**src/logic/card_seq_pkg.sv**
```systemverilog
package card_seq_pkg;
  // Byte offsets of the register words
  localparam logic [4:0] CTRL_OFS = 5'h00;
  localparam logic [4:0] DATA_OFS = 5'h04;
  localparam logic [4:0] STATUS_OFS = 5'h08;
  localparam logic [4:0] IRQ_STAT_OFS = 5'h0C;
  localparam logic [4:0] IRQ_MASK_OFS = 5'h10;
  // Reset values
  localparam logic [15:0] CTRL_RST = 16'h0000;
  localparam logic [7:0] DATA_RST = 8'h00;
  localparam logic [3:0] IRQ_MASK_RST = 4'h0;
  // Pacing clock: 4 us at a 25 ns system clock
  localparam int TICK_NS = 4000;
  localparam int CLK_NS = 25;
  localparam int TICK_CYC = TICK_NS / CLK_NS;
  localparam int TICK_W = 8;
  // Interrupt event bit positions
  localparam int EV_OPST = 0;
  localparam int EV_RDERR = 1;
  localparam int EV_PUERR = 2;
  localparam int EV_NRDY = 3;

  typedef enum logic [1:0] {ST_NINE, ST_TEN} seq_state_e;

  // Operation and option word written by software
  typedef struct packed {
    logic spare;
    logic inhibit_feed;
    logic diff_panel;
    logic second_path;
    logic sec_hopper;
    logic stacker_select_mid;
    logic stacker_select_hi;
    logic incomplete_shift_flag;
    logic read_data_loaded;
    logic read_buffer_full;
    logic read_repeat_op;
    logic pause_op_flag;
    logic test_op_flag;
    logic read_op_flag;
    logic print_op_flag;
    logic punch_op_flag;
  } ctrl_s;

  // Levels from the card unit and the host channel
  typedef struct packed {
    logic host_transfer_strobe;
    logic channel_ack_flag;
    logic unit_ready;
    logic unit_cycle;
    logic unit_read_error_level;
    logic unit_punch_error_level;
  } pins_s;

  // Sequencer flags, also the low bits of the status word
  typedef struct packed {
    logic punch_error_flag;
    logic read_error_flag;
    logic operation_started_flag;
    logic unit_ready_flag;
    logic cycle_in_progress_flag;
    logic start_cycle_level;
    logic card_feed_flag;
    logic data_unload_flag;
    logic second_pass_flag;
  } flags_s;
endpackage : card_seq_pkg

```
**src/logic/card_cycle_start_sequencer.sv**
```systemverilog
module card_cycle_start_sequencer #(
  parameter int TICK_CYCLES = card_seq_pkg::TICK_CYC
) (
  input wire logic hclk, // System clock, 40 MHz
  input wire logic hresetn, // Async reset, active low
  input wire logic hsel, // Slave select
  input wire logic [31:0] haddr, // Address
  input wire logic [1:0] htrans, // Transfer type
  input wire logic hwrite, // Write direction
  input wire logic [2:0] hsize, // Transfer size
  input wire logic [31:0] hwdata, // Write data
  input wire logic hready, // Bus ready in
  output logic hreadyout, // Always ready, no waits
  output logic hresp, // Always OKAY
  output logic [31:0] hrdata, // Read data
  input wire logic host_transfer_strobe, // Host channel transfer strobe
  input wire logic channel_ack_flag, // Channel acknowledge level
  input wire logic unit_ready, // Unit ready level
  input wire logic unit_cycle, // Unit card cycle level
  input wire logic unit_read_error_level, // Unit read check level
  input wire logic unit_punch_error_level, // Unit punch check level
  output logic start_cycle_level, // Start card cycle to unit
  output logic [7:0] parallel_output_lines, // Ops/options or data to unit
  output logic irq // Level interrupt
);

  typedef struct packed {
    card_seq_pkg::seq_state_e state;
    logic [card_seq_pkg::TICK_W-1:0] tick_cnt;
    card_seq_pkg::pins_s s1;
    card_seq_pkg::pins_s s2;
    logic strobe_prev;
    card_seq_pkg::flags_s f;
    card_seq_pkg::ctrl_s ctrl;
    logic [7:0] data;
    logic [3:0] irq_stat;
    logic [3:0] irq_mask;
    logic ap_valid;
    logic ap_write;
    logic [4:0] ap_addr;
    logic [31:0] rdata;
    logic [7:0] lines;
  } st_s;

  st_s q;
  st_s d;
  logic tick;
  logic qual_strobe;
  logic [3:0] events;
  logic [3:0] w1c;

  // Register word read back at a byte offset
  function automatic logic [31:0] read_word(input st_s s, input logic [4:0] a);
    logic [31:0] r;
    r = 32'h0000_0000;
    unique case (a)
      card_seq_pkg::CTRL_OFS: r = {16'h0000, s.ctrl};
      card_seq_pkg::DATA_OFS: r = {24'h00_0000, s.data};
      card_seq_pkg::STATUS_OFS: r = {22'h00_0000, s.state == card_seq_pkg::ST_TEN, s.f};
      card_seq_pkg::IRQ_STAT_OFS: r = {28'h000_0000, s.irq_stat};
      card_seq_pkg::IRQ_MASK_OFS: r = {28'h000_0000, s.irq_mask};
      default: r = 32'h0000_0000;
    endcase
    return r;
  endfunction : read_word

  // Pacing tick from the free-running counter; qualified strobe edge from synchronised levels
  assign tick = (q.tick_cnt == card_seq_pkg::TICK_W'(TICK_CYCLES - 1));
  assign qual_strobe = q.s2.host_transfer_strobe && !q.strobe_prev && q.s2.channel_ack_flag;

  // Next-state logic for the whole block
  always_comb
  begin
    d = q;
    // Two flops on every unit and channel pin before use
    d.s1 = {host_transfer_strobe, channel_ack_flag, unit_ready, unit_cycle,
            unit_read_error_level, unit_punch_error_level};
    d.s2 = q.s1;
    d.strobe_prev = q.s2.host_transfer_strobe;
    d.tick_cnt = tick ? '0 : q.tick_cnt + 1'b1;
    d.f.cycle_in_progress_flag = q.s2.unit_cycle;
    d.f.unit_ready_flag = q.s2.unit_ready;

    // Sequence counter, states nine and ten
    unique case (q.state)
      card_seq_pkg::ST_NINE:
      begin
        if (qual_strobe)
        begin
          // Flags of the last result are dropped when a new op starts
          d.f.operation_started_flag = 1'b0;
          d.f.read_error_flag = 1'b0;
          d.f.punch_error_flag = 1'b0;
          d.f.data_unload_flag = 1'b0;
          d.f.second_pass_flag = !q.ctrl.punch_op_flag && q.ctrl.print_op_flag
                                 && q.ctrl.read_op_flag;
          if (q.f.unit_ready_flag && !q.ctrl.test_op_flag && !q.ctrl.pause_op_flag
              && !q.f.second_pass_flag
              && (!q.ctrl.read_repeat_op || !q.ctrl.read_buffer_full))
          begin
            d.f.card_feed_flag = 1'b1;
          end
          d.state = card_seq_pkg::ST_TEN;
        end
      end
      card_seq_pkg::ST_TEN:
      begin
        if (tick && !q.f.cycle_in_progress_flag && q.f.card_feed_flag)
        begin
          d.f.start_cycle_level = 1'b1;
        end
        if (tick && !q.f.cycle_in_progress_flag && q.f.unit_ready_flag && q.ctrl.read_repeat_op
            && q.ctrl.read_data_loaded && q.ctrl.incomplete_shift_flag)
        begin
          d.f.start_cycle_level = 1'b1;
        end
        if (tick && q.f.second_pass_flag && q.ctrl.incomplete_shift_flag)
        begin
          d.f.data_unload_flag = 1'b1;
        end
        // Leave only once the cycle began, the unit dropped, or nothing is pending
        if (q.f.operation_started_flag || !q.f.unit_ready_flag
            || (!q.f.card_feed_flag && !q.ctrl.read_repeat_op))
        begin
          d.state = card_seq_pkg::ST_NINE;
        end
      end
      default: d.state = card_seq_pkg::ST_NINE;
    endcase

    // Clear has priority over set, a dead unit must never be started
    if ((tick && q.f.cycle_in_progress_flag) || !q.f.unit_ready_flag)
    begin
      d.f.start_cycle_level = 1'b0;
      d.f.card_feed_flag = 1'b0;
    end
    if (q.f.start_cycle_level && q.f.cycle_in_progress_flag)
    begin
      d.f.operation_started_flag = 1'b1;
    end
    if (q.f.cycle_in_progress_flag && q.s2.unit_read_error_level)
    begin
      d.f.read_error_flag = 1'b1;
    end
    // Punch error waits for the cycle to finish; the unit already stacked the card
    if (tick && !q.f.cycle_in_progress_flag && q.s2.unit_punch_error_level)
    begin
      d.f.punch_error_flag = 1'b1;
    end

    // Output lines: data while unloading, else op codes and options
    if (q.f.data_unload_flag)
    begin
      d.lines = q.data;
    end
    else
    begin
      d.lines = {q.ctrl.inhibit_feed, q.ctrl.diff_panel, q.ctrl.second_path, q.ctrl.sec_hopper,
                 q.ctrl.stacker_select_mid, q.ctrl.stacker_select_hi,
                 q.ctrl.print_op_flag, q.ctrl.punch_op_flag};
    end

    // Bus address phase, zero wait states
    d.ap_valid = hsel && htrans[1] && hready;
    d.ap_write = hwrite;
    d.ap_addr = haddr[4:0];
    if (hsel && htrans[1] && hready && !hwrite)
    begin
      d.rdata = read_word(q, haddr[4:0]);
    end
    // Bus data phase write; unmapped offsets are ignored
    if (q.ap_valid && q.ap_write)
    begin
      unique case (q.ap_addr)
        card_seq_pkg::CTRL_OFS: d.ctrl = hwdata[15:0];
        card_seq_pkg::DATA_OFS: d.data = hwdata[7:0];
        card_seq_pkg::IRQ_MASK_OFS: d.irq_mask = hwdata[3:0];
        default: d.rdata = q.rdata;
      endcase
    end

    // Sticky events, set beats a same-cycle write-one clear
    d.irq_stat = (q.irq_stat & ~w1c) | events;
  end

  assign events[card_seq_pkg::EV_OPST] = d.f.operation_started_flag && !q.f.operation_started_flag;
  assign events[card_seq_pkg::EV_RDERR] = d.f.read_error_flag && !q.f.read_error_flag;
  assign events[card_seq_pkg::EV_PUERR] = d.f.punch_error_flag && !q.f.punch_error_flag;
  assign events[card_seq_pkg::EV_NRDY] = !d.f.unit_ready_flag && q.f.unit_ready_flag;
  assign w1c = (q.ap_valid && q.ap_write && q.ap_addr == card_seq_pkg::IRQ_STAT_OFS) ? hwdata[3:0] : 4'h0;

  // State register
  always_ff @(posedge hclk or negedge hresetn)
  begin
    if (!hresetn)
    begin
      q <= '0;
      q.state <= card_seq_pkg::ST_NINE;
      q.ctrl <= card_seq_pkg::CTRL_RST;
      q.data <= card_seq_pkg::DATA_RST;
      q.irq_mask <= card_seq_pkg::IRQ_MASK_RST;
    end
    else
    begin
      q <= d;
    end
  end

  // Outputs
  assign hreadyout = 1'b1;
  assign hresp = 1'b0;
  assign hrdata = q.rdata;
  assign start_cycle_level = q.f.start_cycle_level;
  assign parallel_output_lines = q.lines;
  assign irq = |(q.irq_stat & q.irq_mask);

  // Checks
  loop_set_a: assert property (@(posedge hclk) disable iff (!hresetn)
    (q.state == card_seq_pkg::ST_NINE && qual_strobe) |=> (q.f.second_pass_flag ==
    ($past(q.ctrl.print_op_flag) && $past(q.ctrl.read_op_flag) && !$past(q.ctrl.punch_op_flag))))
    else $error("loop flag wrong after strobe");
  unload_gate_a: assert property (@(posedge hclk) disable iff (!hresetn)
    $rose(q.f.data_unload_flag) |-> $past(q.f.second_pass_flag))
    else $error("unload set without loop flag");
  feed_gate_a: assert property (@(posedge hclk) disable iff (!hresetn)
    $rose(q.f.card_feed_flag) |-> $past(q.f.unit_ready_flag && !q.ctrl.test_op_flag
    && !q.ctrl.pause_op_flag && !q.f.second_pass_flag && qual_strobe))
    else $error("feed flag set illegally");
  start_set_a: assert property (@(posedge hclk) disable iff (!hresetn)
    (q.state == card_seq_pkg::ST_TEN && tick && q.f.card_feed_flag && !q.f.cycle_in_progress_flag
    && q.f.unit_ready_flag) |=> start_cycle_level)
    else $error("start level not raised");
  start_clear_a: assert property (@(posedge hclk) disable iff (!hresetn)
    (!q.f.unit_ready_flag || (tick && q.f.cycle_in_progress_flag)) |=> !start_cycle_level
    && !q.f.card_feed_flag)
    else $error("start or feed not cleared");
  start_tick_a: assert property (@(posedge hclk) disable iff (!hresetn)
    $rose(start_cycle_level) |-> $past(tick) && $past(q.state == card_seq_pkg::ST_TEN))
    else $error("start level off tick");
  ready_track_a: assert property (@(posedge hclk) disable iff (!hresetn)
    !unit_ready ##1 !unit_ready ##1 !unit_ready |=> !q.f.unit_ready_flag)
    else $error("ready flag not reset");
  opst_set_a: assert property (@(posedge hclk) disable iff (!hresetn)
    (start_cycle_level && q.f.cycle_in_progress_flag) |=> q.f.operation_started_flag)
    else $error("operation start not set");
  rderr_set_a: assert property (@(posedge hclk) disable iff (!hresetn)
    (q.f.cycle_in_progress_flag && q.s2.unit_read_error_level) |=> q.f.read_error_flag)
    else $error("read error not captured");
  puerr_gate_a: assert property (@(posedge hclk) disable iff (!hresetn)
    $rose(q.f.punch_error_flag) |-> $past(tick && !q.f.cycle_in_progress_flag))
    else $error("punch error set off tick or in cycle");
  lines_mux_a: assert property (@(posedge hclk) disable iff (!hresetn)
    q.f.data_unload_flag |=> parallel_output_lines == $past(q.data))
    else $error("data not on output lines");
  cip_track_a: assert property (@(posedge hclk) disable iff (!hresetn)
    unit_cycle ##1 unit_cycle ##1 unit_cycle |=> q.f.cycle_in_progress_flag)
    else $error("cycle flag not captured");
  irq_level_a: assert property (@(posedge hclk) disable iff (!hresetn)
    irq == |(q.irq_stat & q.irq_mask))
    else $error("interrupt level wrong");

  card_cycle_c: cover property (@(posedge hclk) disable iff (!hresetn)
    $rose(q.f.operation_started_flag));
  read_repeat_c: cover property (@(posedge hclk) disable iff (!hresetn)
    $rose(start_cycle_level) && q.ctrl.read_repeat_op);
  unload_c: cover property (@(posedge hclk) disable iff (!hresetn) $rose(q.f.data_unload_flag));
  punch_err_c: cover property (@(posedge hclk) disable iff (!hresetn) $rose(q.f.punch_error_flag));

endmodule : card_cycle_start_sequencer

```
**config.mk**
```make
export PLATFORM = sky130hd
export DESIGN_NAME = card_cycle_start_sequencer
export DESIGN_NICKNAME = d
export VERILOG_FILES = /design/src/logic/card_seq_pkg.sv /design/src/logic/card_cycle_start_sequencer.sv
export SDC_FILE = /design/constraint.sdc
export NUM_CORES = 1
export LEC_CHECK = 0
export BUFFER_PORTS_ARGS = -buffer_cell sky130_fd_sc_hd__buf_2
export CAP_MARGIN = 20
export CORE_MARGIN = 2
export CORE_UTILIZATION = 51
export CTS_CLUSTER_DIAMETER = 40
export DETAILED_ROUTE_END_ITERATION = 10
export GPL_TIMING_DRIVEN = 0
export PLACE_DENSITY = 0.84
export REMOVE_ABC_BUFFERS = 1
export SYNTH_ARGS = -nofsm -noshare
export SYNTH_HDL_FRONTEND = slang
export SYNTH_SLANG_ARGS = --single-unit
```
**constraint.sdc**
```tcl
create_clock -name hclk -period 2.4 [get_ports hclk]
set_clock_uncertainty 0.15 [all_clocks]
set_input_delay 0 -clock hclk [delete_from_list [all_inputs] [get_ports hclk]]
set_output_delay 0 -clock hclk [all_outputs]
set_load 0.03 [all_outputs]
```
**After elaboration in Yosys (flattened, before gate mapping)**

Cells that the tools add are included.

- Word-level logic and storage cells: 158
- Output and inout bits: 44
- Input port bits: 80
- Register bits: 111

- Equal/unequal tests: 13
- Add/subtract/negate cells: 1
- Bitwise operators: 4
- Reductions and logical operators: 68
- Multiplexer cells: 24

Operators with widths:

| cell | number |
|---|---|
| two-way mux 32 bit | 3 |
| one-hot mux 16 bit (5 select lines) | 1 |
| logical AND 1 bit | 30 |
| two-way mux 8 bit | 2 |
| == test 5 x 4 -> 1 bit, second input constant | 3 |
| zero test 1 bit | 15 |
| AND reduction 2 bit | 6 |
| == test 5 x 3 -> 1 bit, second input constant | 2 |
| == test 5 bit, second input constant | 2 |
| zero test 5 bit | 2 |
| nonzero test 2 bit | 5 |
| two-way mux 1 bit | 9 |
| two-way mux 3 bit | 3 |
| adder 8 x 1 -> 8 bit, second input constant | 1 |
| bitwise AND 4 bit | 2 |
| == test 8 bit, second input constant | 1 |
| != test 2 bit, second input constant | 4 |
| two-way mux 2 bit | 3 |
| AND reduction 3 bit | 2 |
| logical OR 1 bit | 4 |
| two-way mux 4 bit | 1 |
| inverter 4 bit | 1 |
| OR 4 bit | 1 |
| one-hot mux 2 bit (2 select lines) | 1 |
| 6 further kinds | 6 |

**Longest topological paths before layout**

- Word-level depth: 9
- Depth in mapped cells: 5
- Depth with buffers taken out: 5

**Worst setup path before layout**

No wires, ideal clock.

- Path type: register to register
- Start: register q[41] in the netlist's numbering
- End: register q[69] in the netlist's numbering
- Library setup time: 125 ps
- Data arrival time: 1,608 ps
- Buffers on the path: 1
- Clock period less this slack: 1,883 ps
- Stages on the path, launching flop included: 5
- Setup slack: 517 ps
- Required time: 2,125 ps
- Cell sequence: dfrtp_1 > or3_4 > nor4_4 > buf_6 > mux2_2

- Cells in the longest elaborated chain, start to end: 2

Ends and longest elaborated chain:

| what | RTL line | RTL |
|---|---|---|
| from (decl) | card_cycle_start_sequencer.sv:45 | `st_s q;` |
| zero test 5 bit | card_cycle_start_sequencer.sv:174 | `unique case (q.ap_addr)` |
| AND reduction 2 bit (no source line) | n/a |  |

Every way passes these cells.
A chain may end at the register's enable or synchronous reset.

**Worst setup path after layout**

- Start: register q[44] in the netlist's numbering
- End: register q (netlist bit hrdata[8])

- Cells in the longest elaborated chain, start to end: 3
- Elaborated cells on any way between the ends: 5
- Those cells by class: 3 x eq/ne; 2 x reduce/logical

Ends and longest elaborated chain:

| what | RTL line |
|---|---|
| == test 5 x 3 -> 1 bit, or another cell as far along | card_cycle_start_sequencer.sv:174 |
| OR reduction 3 bit (no source line) * | n/a |
| != test 2 bit (no source line) * | n/a |

Every way passes the cells marked *; elsewhere a longest branch is shown, timed or not.

==> results.py <==
metrics = {
    "final_layout": {
        "area_growth_pct": 17.7,
        "drive_gt1_share_pct": 30.8,
        "diodes": 0,
        "mostFrequentLayoutCell": "dfrtp_1",
        "final_cell_mix": "dfrtp_1 (94), buf_2 (57), nand2_1 (41)",
        "nNetsFinal": 479,
    },
    "setup_path": {
        "crit_family": "compound AO/OA/AOI/OAI gates",
        "slowest_delay_ns": 0.48,
        "reg2reg_slack_ns": 0.28,
        "endpoint_kind": "register",
        "r2r_cells": 3,
        "cp-start-kind": "register",
        "rr_endpoint": "hrdata[8]",
        "cp_num_buf_inv": 0,
        "critPathKind": "reg2reg",
        "crit_cells": 3,
        "crit_slowest_cell": "o41ai_1",
        "worst_ep_required_time_ns": 2.49,
        "cp_max_fo": 22,
        "cp.arrival_ns": 2.20,
        "critPathLaunch": "q[44]",
        "worstReg2RegStart": "q[44]",
        "crit_path_end": "hrdata[8]",
        "worstPathCellList": "a2111o_1 -> a21o_1 -> o41ai_1",
    },
    "clock_tree": {
        "cts_setup_buffers": 0,
        "clock_path_buffers": 2,
        "cts_buffers": 9,
        "root_buffer": "clkbuf_8",
        "path_clk_slew_ns": 0.08,
        "clkLatencyLatePin_ns": 0.36,
        "cts_resized": 0,
        "cts_tree": "yes",
        "cts_htree_levels": 3,
        "cts_sinks": 94,
    },
    "yosys": {
        "yosysSeqAreaShare_pct": 57.6,
        "synthTopCellsByArea": "dfrtp_1 (58%), mux2_2 (10%), buf_4 (7.7%)",
        "synth-seq-cells": 94,
        "ys_types": 51,
        "syn-cell-area_um2": 4090,
        "avgSynthCellArea_um2": 12.5,
        "synth_edf_count": 0,
        "syn_inst": 327,
        "synth_top_cell_by_area": "dfrtp_1",
        "yosys_most_used_dff": "dfrtp_1",
        "async_reset_ff_share_pct": 100,
        "synth_top_cell_area_share_pct": 57.6,
        "ys.warnings.count": 0,
    },
    "sta": {
        "min_period_over_period_pct": 88.1,
        "slew_viol_final": 0,
        "slew_headroom_pct": 45.3,
        "fmax_mhz": 473,
        "rsz0062_at_grt": "no",
        "setup_viol": 0,
        "worstMarginPinSlew_ns": 0.815,
        "fin_crit_ns": 2.12,
        "hold_ws_ns": 0.0150,
        "hold_viol_final": 0,
        "final.setup.tns_ns": 0,
    },
    "route": {
        "initialDrtViolationCount": 267,
        "drc_errors": 0,
        "avgRoutedWirePerCell_um": 16.6,
        "wl_mm": 8.37,
        "firstDrtPassIters": 4,
        "drtAntennaViolNets": 0,
        "via_count": 2702,
        "vias_per_cell": 5.35,
    },
    "floorplanning": {
        "die_h_um": 93.5,
        "fp.dieW_um": 93.5,
        "core_um2": 7730,
        "rows": 32,
        "ios": 124,
        "dieArea_um2": 8750,
        "start_util_pct": 52.9,
    },
    "grt": {
        "track_usage_pct": 20.9,
        "grt_max_degree": 59,
        "grt_pass1_wl_mm": 13.8,
        "grt_antenna_before_repair": 0,
        "first_global_vias": 2815,
        "grt-ovfl-total": 0,
    },
    "job": {
        "maxCapViolCount": 0,
    },
    "placement": {
        "port_buffers": 58,
        "place.gp.congestion": 0.826,
        "dp_hpwl_mm": 5.76,
    },
    "pwr": {
        "power_density_nw_per_um2": 632,
        "p_leak_nw": 2.36,
        "max-vdd-ir-drop_mv": 0.377,
    },
    "outcome": {
        "status": "finished, final reports clean",
    },
    "min_path": {
        "hp-class": "in2reg",
    },
}
## power by group
part | switching, W | internal, W | total (W)
Clock | 0.000524 | 0.000538 | 0.00106
Combinational | 0.000168 | 0.000123 | 0.000291
Sequential | 0.0000440 | 0.00164 | 0.00169
## cell usage after synthesis, drive strengths merged (2+ instances only)
master   number
clkbuf        4
nand3b        2
nor2b         4
or3           2
a21oi         6
nor4          2
conb          2
dfrtp        94
o41ai         2
nand3        12
nor3          4
a32oi         2
nor2          8
o21ai         5
o2bb2ai       3
o31ai         4
a22oi         2
mux2         38
buf          46
o221ai        2
mux4          2
xnor2         3
nand4         3
xor2          2
mux2i        11
inv           2
nand2        41
and3          2
## logic make-up after synthesis
family	count (synthesis)	synth area share (%)
compound gates	35	6.28
xor+xnor	5	1.07
fa+ha+maj	1	0.306
buf+inv	52	8.91
flops	94	57.6
mux	51	14.3
other cells	2	0.184
simple gates	87	11.4
## routing by layer
| layer | up-vias | global-route usage [%] | part of all wire, % |
|---|---|---|---|
| met3 | 15 | 3.30 | 5.2 |
| met5 | - | 0 | 0 |
| met4 | 0 | 9.19 | 2.1 |
| li1 | 1232 | - | - |
| met2 | 95 | 34.2 | 49 |
| met1 | 1360 | 27.7 | 44 |
## metrics by stage
| stage | util (%) | instances | instance area, um^2 | setup slack, ns | power [W] |
|---|---|---|---|---|---|
| after CTS | 62.1 | 504 | 4800 | 0.0236 | 0.00307 |
| after global placement | 54.5 | 453 | 4210 | 0.0710 | 0.00195 |
| after global routing | 62.2 | 505 | 4810 | 0.121 | 0.00317 |
| after detailed placement | 54.8 | 454 | 4240 | 0.0332 | 0.00196 |
| after floorplan | - | 293 | 3790 | 0.385 | 0.00184 |
| final | 62.2 | 505 | 4810 | 0.285 | 0.00304 |
## state kept, by name (all words and copies together) (netlist names)
register and count:
d 9, hrdata 16, parallel_output_lines 8, q 60
start_cycle_level 1
## worst min path at each step
stage / from / endpoint / depth (start not counted)
after detailed placement: hresetn / d[89] / 1
after global routing: hsel / hrdata[14] / 5
after floorplan: hresetn / d[83] / 0
after CTS: hsel / hrdata[13] / 5
final: hsel / hrdata[15] / 5
after global placement: unit_punch_error_level / d[89] / 1
## worst register-to-register path, cell delays in order, from the launching register on
cell	delay [ns]
dfrtp_1	0.44
a2111o_1	0.46
a21o_1	0.46
o41ai_1	0.49
## timing repair
action	in CTS	in global routing
endpoints found under the setup margin	0	0
endpoints found under the hold margin	146	0
hold buffers	34	0
## final cells by class
type	instances	area, um^2
Clock buffer	11	151
Clock inverter	5	57.6
Fill cell	607	2920
Inverter	2	7.51
Multi-Input combinational cell	197	1430
Sequential cell	94	2350
Tap cell	102	128
Timing Repair Buffer	94	682
(Power assumes the default switching activity.)
